File: src/common/cas_pkg.sv
package cas_pkg;

	// Register sub-addresses
	localparam logic [7:0] ADDR_COLD_THRESHOLD = 8'h0B;
	localparam logic [7:0] ADDR_HOT_THRESHOLD = 8'h0C;
	localparam logic [7:0] ADDR_THRESHOLD_ALERT_EN = 8'h0D;
	localparam logic [7:0] ADDR_STAGE_ALERT_EN = 8'h0E;
	localparam logic [7:0] ADDR_LOOP_ALERT_EN = 8'h0F;
	localparam logic [7:0] ADDR_THRESHOLD_ALERT = 8'h36;
	localparam logic [7:0] ADDR_STAGE_ALERT = 8'h37;
	localparam logic [7:0] ADDR_LOOP_ALERT = 8'h38;
	localparam logic [7:0] ADDR_LIVE_CONDITION = 8'h39;

	// Field widths
	localparam int DATA_W = 16;
	localparam int THRESH_ALERT_W = 2;
	localparam int STAGE_ALERT_W = 11;
	localparam int LOOP_ALERT_W = 6;
	localparam int LOOP_SRC_W = 4;

	// Threshold alert bit positions
	localparam int BIT_THERMISTOR_HOT = 0;
	localparam int BIT_THERMISTOR_COLD = 1;

	// Stage-entry alert bit positions
	localparam int BIT_STAGE_BALANCE = 10;
	localparam int BIT_STAGE_TOPPING = 9;
	localparam int BIT_STAGE_SUSPENDED = 8;
	localparam int BIT_STAGE_PRECHARGE = 7;
	localparam int BIT_STAGE_BULK = 6;
	localparam int BIT_STAGE_THERM_PAUSE = 5;
	localparam int BIT_STAGE_TIMER_DONE = 4;
	localparam int BIT_STAGE_LOW_CURRENT_DONE = 3;
	localparam int BIT_STAGE_OVERTIME = 2;
	localparam int BIT_STAGE_ABSENT_PACK = 1;
	localparam int BIT_STAGE_SHORTED_PACK = 0;

	// Loop-entry alert bit positions
	localparam int BIT_LOOP_INPUT_UV = 3;
	localparam int BIT_LOOP_INPUT_LIMIT = 2;
	localparam int BIT_LOOP_CONST_CURRENT = 1;
	localparam int BIT_LOOP_CONST_VOLTAGE = 0;

	// Live condition bit positions
	localparam int BIT_LIVE_CHARGING = 13;
	localparam int BIT_LIVE_MPPT = 11;
	localparam int BIT_LIVE_BALANCE_QUEUED = 10;
	localparam int BIT_LIVE_GATE_SUPPLY_GOOD = 9;
	localparam int BIT_LIVE_CELL_COUNT_ERROR = 8;
	localparam int BIT_LIVE_CHARGE_PERMITTED = 6;
	localparam int BIT_LIVE_MISSING_RT = 5;
	localparam int BIT_LIVE_THERMAL_SHUTDOWN = 4;

	// Reset values
	localparam logic [15:0] RST_COLD_THRESHOLD = 16'h0000;
	localparam logic [15:0] RST_HOT_THRESHOLD = 16'h0000;
	localparam logic [1:0] RST_THRESHOLD_ALERT_EN = 2'h0;
	localparam logic [10:0] RST_STAGE_ALERT_EN = 11'h000;
	localparam logic [5:0] RST_LOOP_ALERT_EN = 6'h00;

	// Series cell count pins: a set bit marks a legal pin code
	localparam int CELL_PIN_W = 2;
	localparam logic [3:0] CELL_CODE_VALID = 4'h7;

	// Pin synchroniser depth fixed at three stages
	localparam int SYNC_STAGES = 3;

	typedef struct packed {
		logic wr;
		logic rd;
		logic [7:0] addr;
		logic [15:0] wdata;
	} cas_reg_req_t;

	typedef struct packed {
		logic mppt;
		logic balance_request;
		logic [CELL_PIN_W-1:0] series_count;
		logic gate_supply_good;
		logic missing_timing_resistor;
		logic die_over_temp;
	} cas_pins_t;

endpackage

File: src/rtl/cas_pin_sync.sv
`timescale 1ns/1ns
module cas_pin_sync #(
	parameter int W = 1
) (
	// Clock and reset
	input wire logic clk,
	input wire logic rst_b,
	// Asynchronous pins in
	input wire logic [W-1:0] pin_async,
	// Settled value out
	output logic [W-1:0] pin_settled
);

	logic [W-1:0] stage1;
	logic [W-1:0] stage2;
	logic [W-1:0] stage3;
	wire [W-1:0] agree = ~(stage2 ^ stage3);
	wire [W-1:0] next_settled = (stage3 & agree) | (pin_settled & ~agree);

	generate
		if (W < 1) begin : g_bad
			$error("cas_pin_sync needs W of at least 1");
		end
	endgenerate

	// A bit moves only once the second and third stages agree
	always_ff @(posedge clk or negedge rst_b) begin
		if (!rst_b) begin
			stage1 <= '0;
			stage2 <= '0;
			stage3 <= '0;
			pin_settled <= '0;
		end else begin
			stage1 <= pin_async;
			stage2 <= stage1;
			stage3 <= stage2;
			pin_settled <= next_settled;
		end
	end

endmodule

File: src/rtl/cas_alert_regs.sv
`timescale 1ns/1ns
module cas_alert_regs #(
	parameter int CELL_PIN_W = cas_pkg::CELL_PIN_W,
	parameter logic [15:0] COLD_THRESHOLD_RESET = cas_pkg::RST_COLD_THRESHOLD,
	parameter logic [15:0] HOT_THRESHOLD_RESET = cas_pkg::RST_HOT_THRESHOLD
) (
	// Clock and reset
	input wire logic clk,
	input wire logic rst_b,
	// Register access port
	input wire cas_pkg::cas_reg_req_t reg_req,
	output logic [15:0] rd_data,
	output logic rd_valid,
	// Charger sequencer and loop sources, same clock
	input wire logic [10:0] stage_active,
	input wire logic [3:0] loop_active,
	input wire logic charger_active,
	input wire logic charge_permitted,
	// Measurement result, same clock
	input wire logic [15:0] thermistor_ratio,
	// Pins and analog comparators, asynchronous
	input wire cas_pkg::cas_pins_t pins
);

	localparam int PIN_W = CELL_PIN_W + 5;

	generate
		if (CELL_PIN_W != cas_pkg::CELL_PIN_W) begin : g_bad_series_count_pins
			$error("cas_alert_regs: CELL_PIN_W must match the pin code table");
		end
		if ($bits(cas_pkg::cas_pins_t) != PIN_W) begin : g_bad_pins
			$error("cas_alert_regs: pin bundle width does not match the synchroniser");
		end
		if ((1 << CELL_PIN_W) > $bits(cas_pkg::CELL_CODE_VALID)) begin : g_bad_code
			$error("cas_alert_regs: pin code table too short for CELL_PIN_W");
		end
		if (cas_pkg::BIT_LIVE_CHARGING >= cas_pkg::DATA_W) begin : g_bad_live
			$error("cas_alert_regs: live bit positions exceed the bus word");
		end
		if (cas_pkg::LOOP_SRC_W > cas_pkg::LOOP_ALERT_W) begin : g_bad_loop
			$error("cas_alert_regs: more loop sources than loop alert bits");
		end
		if (cas_pkg::BIT_STAGE_BALANCE >= cas_pkg::STAGE_ALERT_W) begin : g_bad_stage
			$error("cas_alert_regs: stage bit positions exceed the stage alert field");
		end
	endgenerate

	// Sticky update: keep unless written zero or disabled; an event beats a zero write but not a disable
	function automatic logic [15:0] sticky_next(
		input logic [15:0] cur,
		input logic [15:0] evt,
		input logic [15:0] en,
		input logic hit,
		input logic [15:0] wdata
	);
		logic [15:0] keep;
		keep = hit ? wdata : 16'hFFFF;
		sticky_next = ((cur & keep) | evt) & en;
	endfunction

	// Write strobe aimed at one sub-address
	function automatic logic wr_hit(
		input cas_pkg::cas_reg_req_t req,
		input logic [7:0] target
	);
		wr_hit = req.wr && (req.addr == target);
	endfunction

	// Synchronised pins
	logic [PIN_W-1:0] pin_settled;
	cas_pin_sync #(
		.W(PIN_W)
	) u_pin_sync (
		.clk(clk),
		.rst_b(rst_b),
		.pin_async(pins),
		.pin_settled(pin_settled)
	);

	cas_pkg::cas_pins_t pin_s;
	assign pin_s = pin_settled;

	// Settled pin fields; each lags its pin by the synchroniser
	wire pin_mppt = pin_s.mppt;
	wire pin_balance = pin_s.balance_request;
	wire [CELL_PIN_W-1:0] pin_series_count = pin_s.series_count;
	wire pin_gate_supply_good = pin_s.gate_supply_good;
	wire pin_missing_rt = pin_s.missing_timing_resistor;
	wire pin_over_temp = pin_s.die_over_temp;

	// Stored registers
	logic [15:0] cold_threshold;
	logic [15:0] hot_threshold;
	logic [1:0] threshold_alert_en;
	logic [10:0] stage_alert_en;
	logic [5:0] loop_alert_en;
	logic [1:0] threshold_alert_flags;
	logic [10:0] stage_entry_alert_flags;
	logic [5:0] loop_entry_alert_flags;
	logic [15:0] live_condition_flags;
	logic [10:0] stage_prev;
	logic [3:0] loop_prev;
	logic balance_pin_prev;
	logic balance_queued;

	// Address decode; a read sharing a cycle with a write sees the old value
	wire [7:0] addr = reg_req.addr;
	wire [15:0] wdata = reg_req.wdata;
	wire wr_cold = wr_hit(reg_req, cas_pkg::ADDR_COLD_THRESHOLD);
	wire wr_hot = wr_hit(reg_req, cas_pkg::ADDR_HOT_THRESHOLD);
	wire wr_thr_en = wr_hit(reg_req, cas_pkg::ADDR_THRESHOLD_ALERT_EN);
	wire wr_stage_en = wr_hit(reg_req, cas_pkg::ADDR_STAGE_ALERT_EN);
	wire wr_loop_en = wr_hit(reg_req, cas_pkg::ADDR_LOOP_ALERT_EN);
	wire wr_thr_alert = wr_hit(reg_req, cas_pkg::ADDR_THRESHOLD_ALERT);
	wire wr_stage_alert = wr_hit(reg_req, cas_pkg::ADDR_STAGE_ALERT);
	wire wr_loop_alert = wr_hit(reg_req, cas_pkg::ADDR_LOOP_ALERT);

	// Threshold comparisons; a high ratio means a cold pack
	wire ratio_cold = thermistor_ratio > cold_threshold;
	wire ratio_hot = thermistor_ratio < hot_threshold;
	wire [15:0] thr_evt = {14'h0000, ratio_cold, ratio_hot};

	// Stage entry is the rising edge of each stage line
	wire [10:0] stage_entry = stage_active & ~stage_prev;
	wire [15:0] stage_evt = {5'h00, stage_entry};

	// Loop sources: gated to charging, lowest bit kept if several claim control
	wire loop_gate = charger_active;
	wire [3:0] loop_lowest = loop_active & (~loop_active + 4'h1);
	wire [3:0] loop_src = loop_gate ? loop_lowest : 4'h0;
	wire [3:0] loop_entry = loop_src & ~loop_prev;
	wire [15:0] loop_evt = {12'h000, loop_entry};

	// Stored fields widened to the bus word, shared by the update and the read mux
	wire [15:0] thr_en_word = {14'h0000, threshold_alert_en};
	wire [15:0] stage_en_word = {5'h00, stage_alert_en};
	wire [15:0] loop_en_word = {10'h000, loop_alert_en};
	wire [15:0] thr_flag_word = {14'h0000, threshold_alert_flags};
	wire [15:0] stage_flag_word = {5'h00, stage_entry_alert_flags};
	wire [15:0] loop_flag_word = {10'h000, loop_entry_alert_flags};

	// Sticky next values
	wire [15:0] thr_next = sticky_next(thr_flag_word, thr_evt, thr_en_word, wr_thr_alert,
		wdata);
	wire [15:0] stage_next = sticky_next(stage_flag_word, stage_evt, stage_en_word, wr_stage_alert,
		wdata);
	wire [15:0] loop_next = sticky_next(loop_flag_word, loop_evt, loop_en_word, wr_loop_alert,
		wdata);

	// Balance request queue: pin rising edge sets, entering balance stage clears
	wire balance_rise = pin_balance & ~balance_pin_prev;
	wire balance_taken = stage_entry[cas_pkg::BIT_STAGE_BALANCE];
	wire next_balance_queued = balance_rise | (balance_queued & ~balance_taken);

	// Cell pin code checked against the table of legal codes
	wire cell_code_bad = ~cas_pkg::CELL_CODE_VALID[pin_series_count];

	// Live condition word, rebuilt every cycle from its sources
	logic [15:0] next_live;
	always_comb begin
		next_live = 16'h0000;
		next_live[cas_pkg::BIT_LIVE_CHARGING] = charger_active;
		next_live[cas_pkg::BIT_LIVE_CHARGE_PERMITTED] = charge_permitted;
		next_live[cas_pkg::BIT_LIVE_MPPT] = pin_mppt;
		next_live[cas_pkg::BIT_LIVE_BALANCE_QUEUED] = balance_queued;
		next_live[cas_pkg::BIT_LIVE_GATE_SUPPLY_GOOD] = pin_gate_supply_good;
		next_live[cas_pkg::BIT_LIVE_CELL_COUNT_ERROR] = cell_code_bad;
		next_live[cas_pkg::BIT_LIVE_MISSING_RT] = pin_missing_rt;
		next_live[cas_pkg::BIT_LIVE_THERMAL_SHUTDOWN] = pin_over_temp;
	end

	// Read mux; unmapped sub-addresses read as zero
	logic [15:0] next_rd_data;
	always_comb begin
		case (addr)
			cas_pkg::ADDR_COLD_THRESHOLD: next_rd_data = cold_threshold;
			cas_pkg::ADDR_HOT_THRESHOLD: next_rd_data = hot_threshold;
			cas_pkg::ADDR_THRESHOLD_ALERT_EN: next_rd_data = thr_en_word;
			cas_pkg::ADDR_STAGE_ALERT_EN: next_rd_data = stage_en_word;
			cas_pkg::ADDR_LOOP_ALERT_EN: next_rd_data = loop_en_word;
			cas_pkg::ADDR_THRESHOLD_ALERT: next_rd_data = thr_flag_word;
			cas_pkg::ADDR_STAGE_ALERT: next_rd_data = stage_flag_word;
			cas_pkg::ADDR_LOOP_ALERT: next_rd_data = loop_flag_word;
			cas_pkg::ADDR_LIVE_CONDITION: next_rd_data = live_condition_flags;
			default: next_rd_data = 16'h0000;
		endcase
	end

	// Cold threshold
	always_ff @(posedge clk or negedge rst_b) begin
		if (!rst_b) begin
			cold_threshold <= COLD_THRESHOLD_RESET;
		end else if (wr_cold) begin
			cold_threshold <= wdata;
		end
	end

	// Hot threshold
	always_ff @(posedge clk or negedge rst_b) begin
		if (!rst_b) begin
			hot_threshold <= HOT_THRESHOLD_RESET;
		end else if (wr_hot) begin
			hot_threshold <= wdata;
		end
	end

	// Threshold alert enables; only the two thermistor bits are stored
	always_ff @(posedge clk or negedge rst_b) begin
		if (!rst_b) begin
			threshold_alert_en <= cas_pkg::RST_THRESHOLD_ALERT_EN;
		end else if (wr_thr_en) begin
			threshold_alert_en <= wdata[1:0];
		end
	end

	// Stage alert enables
	always_ff @(posedge clk or negedge rst_b) begin
		if (!rst_b) begin
			stage_alert_en <= cas_pkg::RST_STAGE_ALERT_EN;
		end else if (wr_stage_en) begin
			stage_alert_en <= wdata[10:0];
		end
	end

	// Loop alert enables; bits 5:4 are kept though no source feeds them
	always_ff @(posedge clk or negedge rst_b) begin
		if (!rst_b) begin
			loop_alert_en <= cas_pkg::RST_LOOP_ALERT_EN;
		end else if (wr_loop_en) begin
			loop_alert_en <= wdata[5:0];
		end
	end

	// Threshold alert flags
	always_ff @(posedge clk or negedge rst_b) begin
		if (!rst_b) begin
			threshold_alert_flags <= 2'h0;
		end else begin
			threshold_alert_flags <= thr_next[1:0];
		end
	end

	// Stage-entry alert flags
	always_ff @(posedge clk or negedge rst_b) begin
		if (!rst_b) begin
			stage_entry_alert_flags <= 11'h000;
		end else begin
			stage_entry_alert_flags <= stage_next[10:0];
		end
	end

	// Loop-entry alert flags
	always_ff @(posedge clk or negedge rst_b) begin
		if (!rst_b) begin
			loop_entry_alert_flags <= 6'h00;
		end else begin
			loop_entry_alert_flags <= loop_next[5:0];
		end
	end

	// Edge history starts at zero, so a stage already active after reset counts as entered
	always_ff @(posedge clk or negedge rst_b) begin
		if (!rst_b) begin
			stage_prev <= 11'h000;
		end else begin
			stage_prev <= stage_active;
		end
	end

	// Loop history follows the gated source, so regaining charge control is a new entry
	always_ff @(posedge clk or negedge rst_b) begin
		if (!rst_b) begin
			loop_prev <= 4'h0;
		end else begin
			loop_prev <= loop_src;
		end
	end

	// Pin history idles low like the pin, so reset makes no false edge
	always_ff @(posedge clk or negedge rst_b) begin
		if (!rst_b) begin
			balance_pin_prev <= 1'b0;
		end else begin
			balance_pin_prev <= pin_balance;
		end
	end

	// Queued balance request
	always_ff @(posedge clk or negedge rst_b) begin
		if (!rst_b) begin
			balance_queued <= 1'b0;
		end else begin
			balance_queued <= next_balance_queued;
		end
	end

	// Live condition word, one register stage behind its sources
	always_ff @(posedge clk or negedge rst_b) begin
		if (!rst_b) begin
			live_condition_flags <= 16'h0000;
		end else begin
			live_condition_flags <= next_live;
		end
	end

	// Read answer flag, one cycle after the strobe
	always_ff @(posedge clk or negedge rst_b) begin
		if (!rst_b) begin
			rd_valid <= 1'b0;
		end else begin
			rd_valid <= reg_req.rd;
		end
	end

	// Read data holds until the next read, so a slow host may take it late
	always_ff @(posedge clk or negedge rst_b) begin
		if (!rst_b) begin
			rd_data <= 16'h0000;
		end else if (reg_req.rd) begin
			rd_data <= next_rd_data;
		end
	end

endmodule

File: config.mk
export PLATFORM = sky130hd
export DESIGN_NAME = cas_alert_regs
export DESIGN_NICKNAME = d
export VERILOG_FILES = /design/src/common/cas_pkg.sv /design/src/rtl/cas_pin_sync.sv /design/src/rtl/cas_alert_regs.sv
export SDC_FILE = /design/constraint.sdc
export NUM_CORES = 1
export LEC_CHECK = 0
export BUFFER_PORTS_ARGS = -buffer_cell sky130_fd_sc_hd__buf_4
export CAP_MARGIN = 20
export CORE_MARGIN = 2
export CORE_UTILIZATION = 57
export CTS_BUF_LIST = sky130_fd_sc_hd__clkbuf_4 sky130_fd_sc_hd__clkbuf_8 sky130_fd_sc_hd__clkbuf_16
export CTS_CLUSTER_SIZE = 40
export DETAILED_ROUTE_END_ITERATION = 12
export GPL_TIMING_DRIVEN = 0
export MAX_ROUTING_LAYER = met4
export PLACE_DENSITY = 0.88
export SYNTH_ARGS = -nofsm -noshare
export SYNTH_HDL_FRONTEND = slang
export SYNTH_SLANG_ARGS = --single-unit
File: constraint.sdc
create_clock -name clk -period 1.8 [get_ports clk]
set_input_delay 0.36 -clock clk [delete_from_list [all_inputs] [get_ports clk]]
set_output_delay 0.36 -clock clk [all_outputs]
set_load 0.01 [all_outputs]
==> results.toml <==
[run_status]
status = "completed"

[clock_network]
clock_transition_time_at_the_flip_flop_clock_pins_of_the_worst_setup_and_hold_paths_ps = 60
tritoncts.num_buffers = 17
clockRootBuffer = "sky130_fd_sc_hd__clkbuf_8"
htree_num_levels = 4
worstSkewPairLatency_ps = 530
clock_tree.buffer_depth = 2
tritoncts = "yes"
cts_sinks = 140

[place]
port_buffers = 84
place_worst_setup_slack_ps = -864.9
hpwl_um = 11680
place.gp.congestion = 0.9152

[critical_path]
cp_data_required_time_ps = 2190
startpoint_type = "flip-flop"
critical_path.top_delay_family = "compound AO/OA/AOI/OAI gates"
cp_cell_sequence = "mux4_2, nand2_1, a21oi_1, a221oi_1, o22ai_1"
r2r-end = "rd_data[0]"
r2r_start = "threshold_alert_en[0]"
path_max_fanout = 4
worst_r2r_path_depth = 5
cpMaxStageDelayCell = "sky130_fd_sc_hd__mux4_2"
setup.worst_path.end_class = "flip-flop"
critical-path-max-stage-delay_ps = 470
worst-r2r-setup-slack_ps = 100
arrival_ps = 2090
crit_type = "reg -> reg"
critPathBufInv = 0

[timing]
finalWorstSetupSlack_ps = 95.85
timing.clock.skew_ps = 6.729
slew-limit-headroom_pct = 49.75
post-route-min-period_ps = 1704
drv_slew = 0
final_min_period_over_clock_period_pct = 94.67
rsz0062_at_grt = "no"
timing.fmax_ghz = 0.5868
finalSetupViolations = 0
timing.hold.ws_ps = 16.73
tightestPinTransition_ps = 753.7
final-hold-violation-count = 0

[drt]
post_drt_via_cell_ratio = 5.888
vias = 4846
dr.max_layer_used = "met4"
detail_route.wirelength.met1_um = 7237
firstDrtPassIters = 5
drt-initial-drc-count = 322
met3WireLength_um = 1138
met2_length_um = 8214
ant_nets = 0
drt-wirelength-per-cell_um = 20.56
drt_wl_total_um = 16920
post-route-drc-count = 0

[synthesis]
synth_simple_gate_area_share_pct = 8.753
postSynthNetCount = 639
synthArstFlopShare_pct = 100.0
netlist_top_cells_count = "sky130_fd_sc_hd__dfrtp_1 (140), sky130_fd_sc_hd__inv_1 (54), sky130_fd_sc_hd__nand2_1 (36), sky130_fd_sc_hd__o21ai_0 (36), sky130_fd_sc_hd__mux2_2 (33)"
synth.lib_cells_used.distinct = 56
ys_warn_count = 0
syn-instance-count = 540
syn_area_um2 = 6290
synth_compound_area_share_pct = 15.14
flop_and_latch_count_out_of_synthesis = 140
synth_most_common_cell = "sky130_fd_sc_hd__dfrtp_1"
cell_types_occupying_the_most_area_after_synthesis = "sky130_fd_sc_hd__dfrtp_1 (56%), sky130_fd_sc_hd__ha_1 (6.2%), sky130_fd_sc_hd__mux2_2 (5.9%)"
synth_top_family_by_area = "compound AO/OA/AOI/OAI gates"
post_synth_xor_area_fraction_pct = 0
synthDominantAreaCellType = "sky130_fd_sc_hd__dfrtp_1"
ys_seq_area_share_pct = 55.70
synthFlopType = "sky130_fd_sc_hd__dfrtp_1"
share_of_cell_area_taken_by_muxes_after_synthesis_pct = 8.415
postSynthAreaPerCell_um2 = 11.65
synth_top_cell_area_share_pct = 55.70
synthAdderAreaFrac_pct = 7.281
synth-edff-count = 0

[finish]
footprint_of_the_flip_flops_and_latches_um2 = 3503
finalCoreUtilization_pct = 75.45
multi_input_gate_area_in_the_final_layout_um2 = 2539
layout_fillers = 716
syn_to_final_growth_pct = 29.46
final_layout_size_suffix_gt1_share_pct = 26.65
layout.nets = 769
antenna_cells_inserted = 0

[power_and_ir_drop]
share_comb_of_total_power_pct = 8.5
power_switching_w = 0.001795
power_frac_seq_pct = 41.0
power_consumption_w = 0.008262
power.density_cell_area_nw_per_um2 = 1015
power.leakage_nw = 3.800
cell_internal_pwr_w = 0.006467
power.share.switching_pct = 21.73
vdd.ir_drop.worst_mv = 0.8877
share_clk_of_total_power_pct = 50.6

[global_routing]
grt_antenna_before_repair = 0
grt_pass1_vias = 5081
track_usage_pct = 31.53
grt_overflow_total = 0
grt_max_degree = 73
global_route_wire_length_before_repair_um = 26600

[floorplan]
fp.dieH_um = 109.0
fp.dieW_um = 109.0
die_area_um2 = 11890
floorplan.initialDensity_pct = 58.28
rows = 38
fp.coreArea_um2 = 10790
io_pins = 85

[job]
drv_cap = 0

[min_path]
worst_hold_startpoint = "loop_active[2]"
min_delay_worst_endpoint = "loop_prev[3]"
min_delay_path_depth = 2
min_path_type = "in -> reg"
## area by class of cell
cell class	count	area share [%]
buffer	20	1.260
clock buffer	22	5.854
clock inverter	10	2.843
inverter	54	2.489
multi-input combinational	326	31.18
sequential	140	43.02
tap	140	2.151
timing repair buffer	111	11.20
## through the flow
step	setup TNS, ps	area, um^2	instances
CTS	-1042	8066	819
global route	0	8143	823
floorplan	0	6294	540
finish	0	8143	823
global placement	-55320	7099	764
detailed placement	-39130	7131	765
## state kept, by name, summed over array words and instances, names as in the netlist, named ones only
name,flops
balance_pin_prev,1
balance_queued,1
cold_threshold,16
hot_threshold,16
live_condition_flags,8
loop_alert_en,6
loop_entry_alert_flags,6
loop_prev,4
rd_data,16
rd_valid,1
stage_alert_en,11
stage_entry_alert_flags,11
stage_prev,11
threshold_alert_en,2
threshold_alert_flags,2
u_pin_sync.stage1,7
u_pin_sync.stage2,7
u_pin_sync.stage3,7
## placed cells by master, fill, tap and decap left out, drive strengths merged, types with 3 or more instances in the layout
| cell | n |
|---|---|
| a221oi | 5 |
| o22ai | 17 |
| maj3 | 7 |
| ha | 31 |
| a211oi | 3 |
| a21boi | 15 |
| nor2 | 9 |
| buf | 98 |
| nand2 | 37 |
| bufinv | 7 |
| inv | 55 |
| nand2b | 21 |
| mux2 | 43 |
| o21ai | 37 |
| a22o | 13 |
| a21o | 4 |
| clkbuf | 33 |
| and2 | 5 |
| nand3 | 4 |
| and3 | 3 |
| a22oi | 9 |
| nor2b | 5 |
| dlygate4sd3 | 22 |
| a21oi | 14 |
| o32ai | 5 |
| o211ai | 3 |
| dfrtp | 140 |
| nor3 | 3 |
| nand4 | 5 |
## kinds of logic (layout without fill, tap and decap cells)
group	after synthesis	after routing
AOI/OAI and AO/OA	140	140
adders and majority gates	38	38
buffers and inverters	74	217
DFF	140	140
muxes	45	45
and+or+nand+nor	103	103
## per-layer routing
layer / up-vias / GRT usage, %
met2: 188 / 49.29
li1: 2196 / -
met1: 2427 / 39.72
met3: 35 / 8.667
met5: - / -
met4: 0 / 10.99
## worst max-delay path by stage
stage / start / end / slack (ps) / depth (start not counted)
finish: threshold_alert_en[0] / rd_data[0] / 100 / 5
global route: cold_threshold[1] / threshold_alert_flags[1] / 6 / 7
CTS: reg_req[22] / stage_entry_alert_flags[2] / -130 / 7
detailed placement: reg_req[22] / stage_entry_alert_flags[3] / -860 / 7
global placement: reg_req[22] / stage_entry_alert_flags[0] / -840 / 7
floorplan: reg_req[21] / hot_threshold[10] / 3 / 7
## what timing repair did
| item | CTS | global route |
|---|---|---|
| endpoints found under the hold margin | 89 | 0 |
| endpoints found under the setup margin | 26 | 45 |
| resized for setup | 2 | 18 |
| buffers inserted | 0 | 4 |
| hold buffers | 22 | 0 |
| pin swaps | 0 | 4 |
## power groups by stage
stage          registers (W)  clock network [W]  logic (W)
6_report             0.00338            0.00418   0.000698
3_5_place_dp         0.00344                  0   0.000635
3_3_place_gp         0.00343                  0   0.000600
5_1_grt              0.00340            0.00437   0.000774
2_1_floorplan        0.00341                  0   0.000310
4_1_cts              0.00338            0.00420   0.000683
Note: power is estimated with default switching activity, not from simulation.
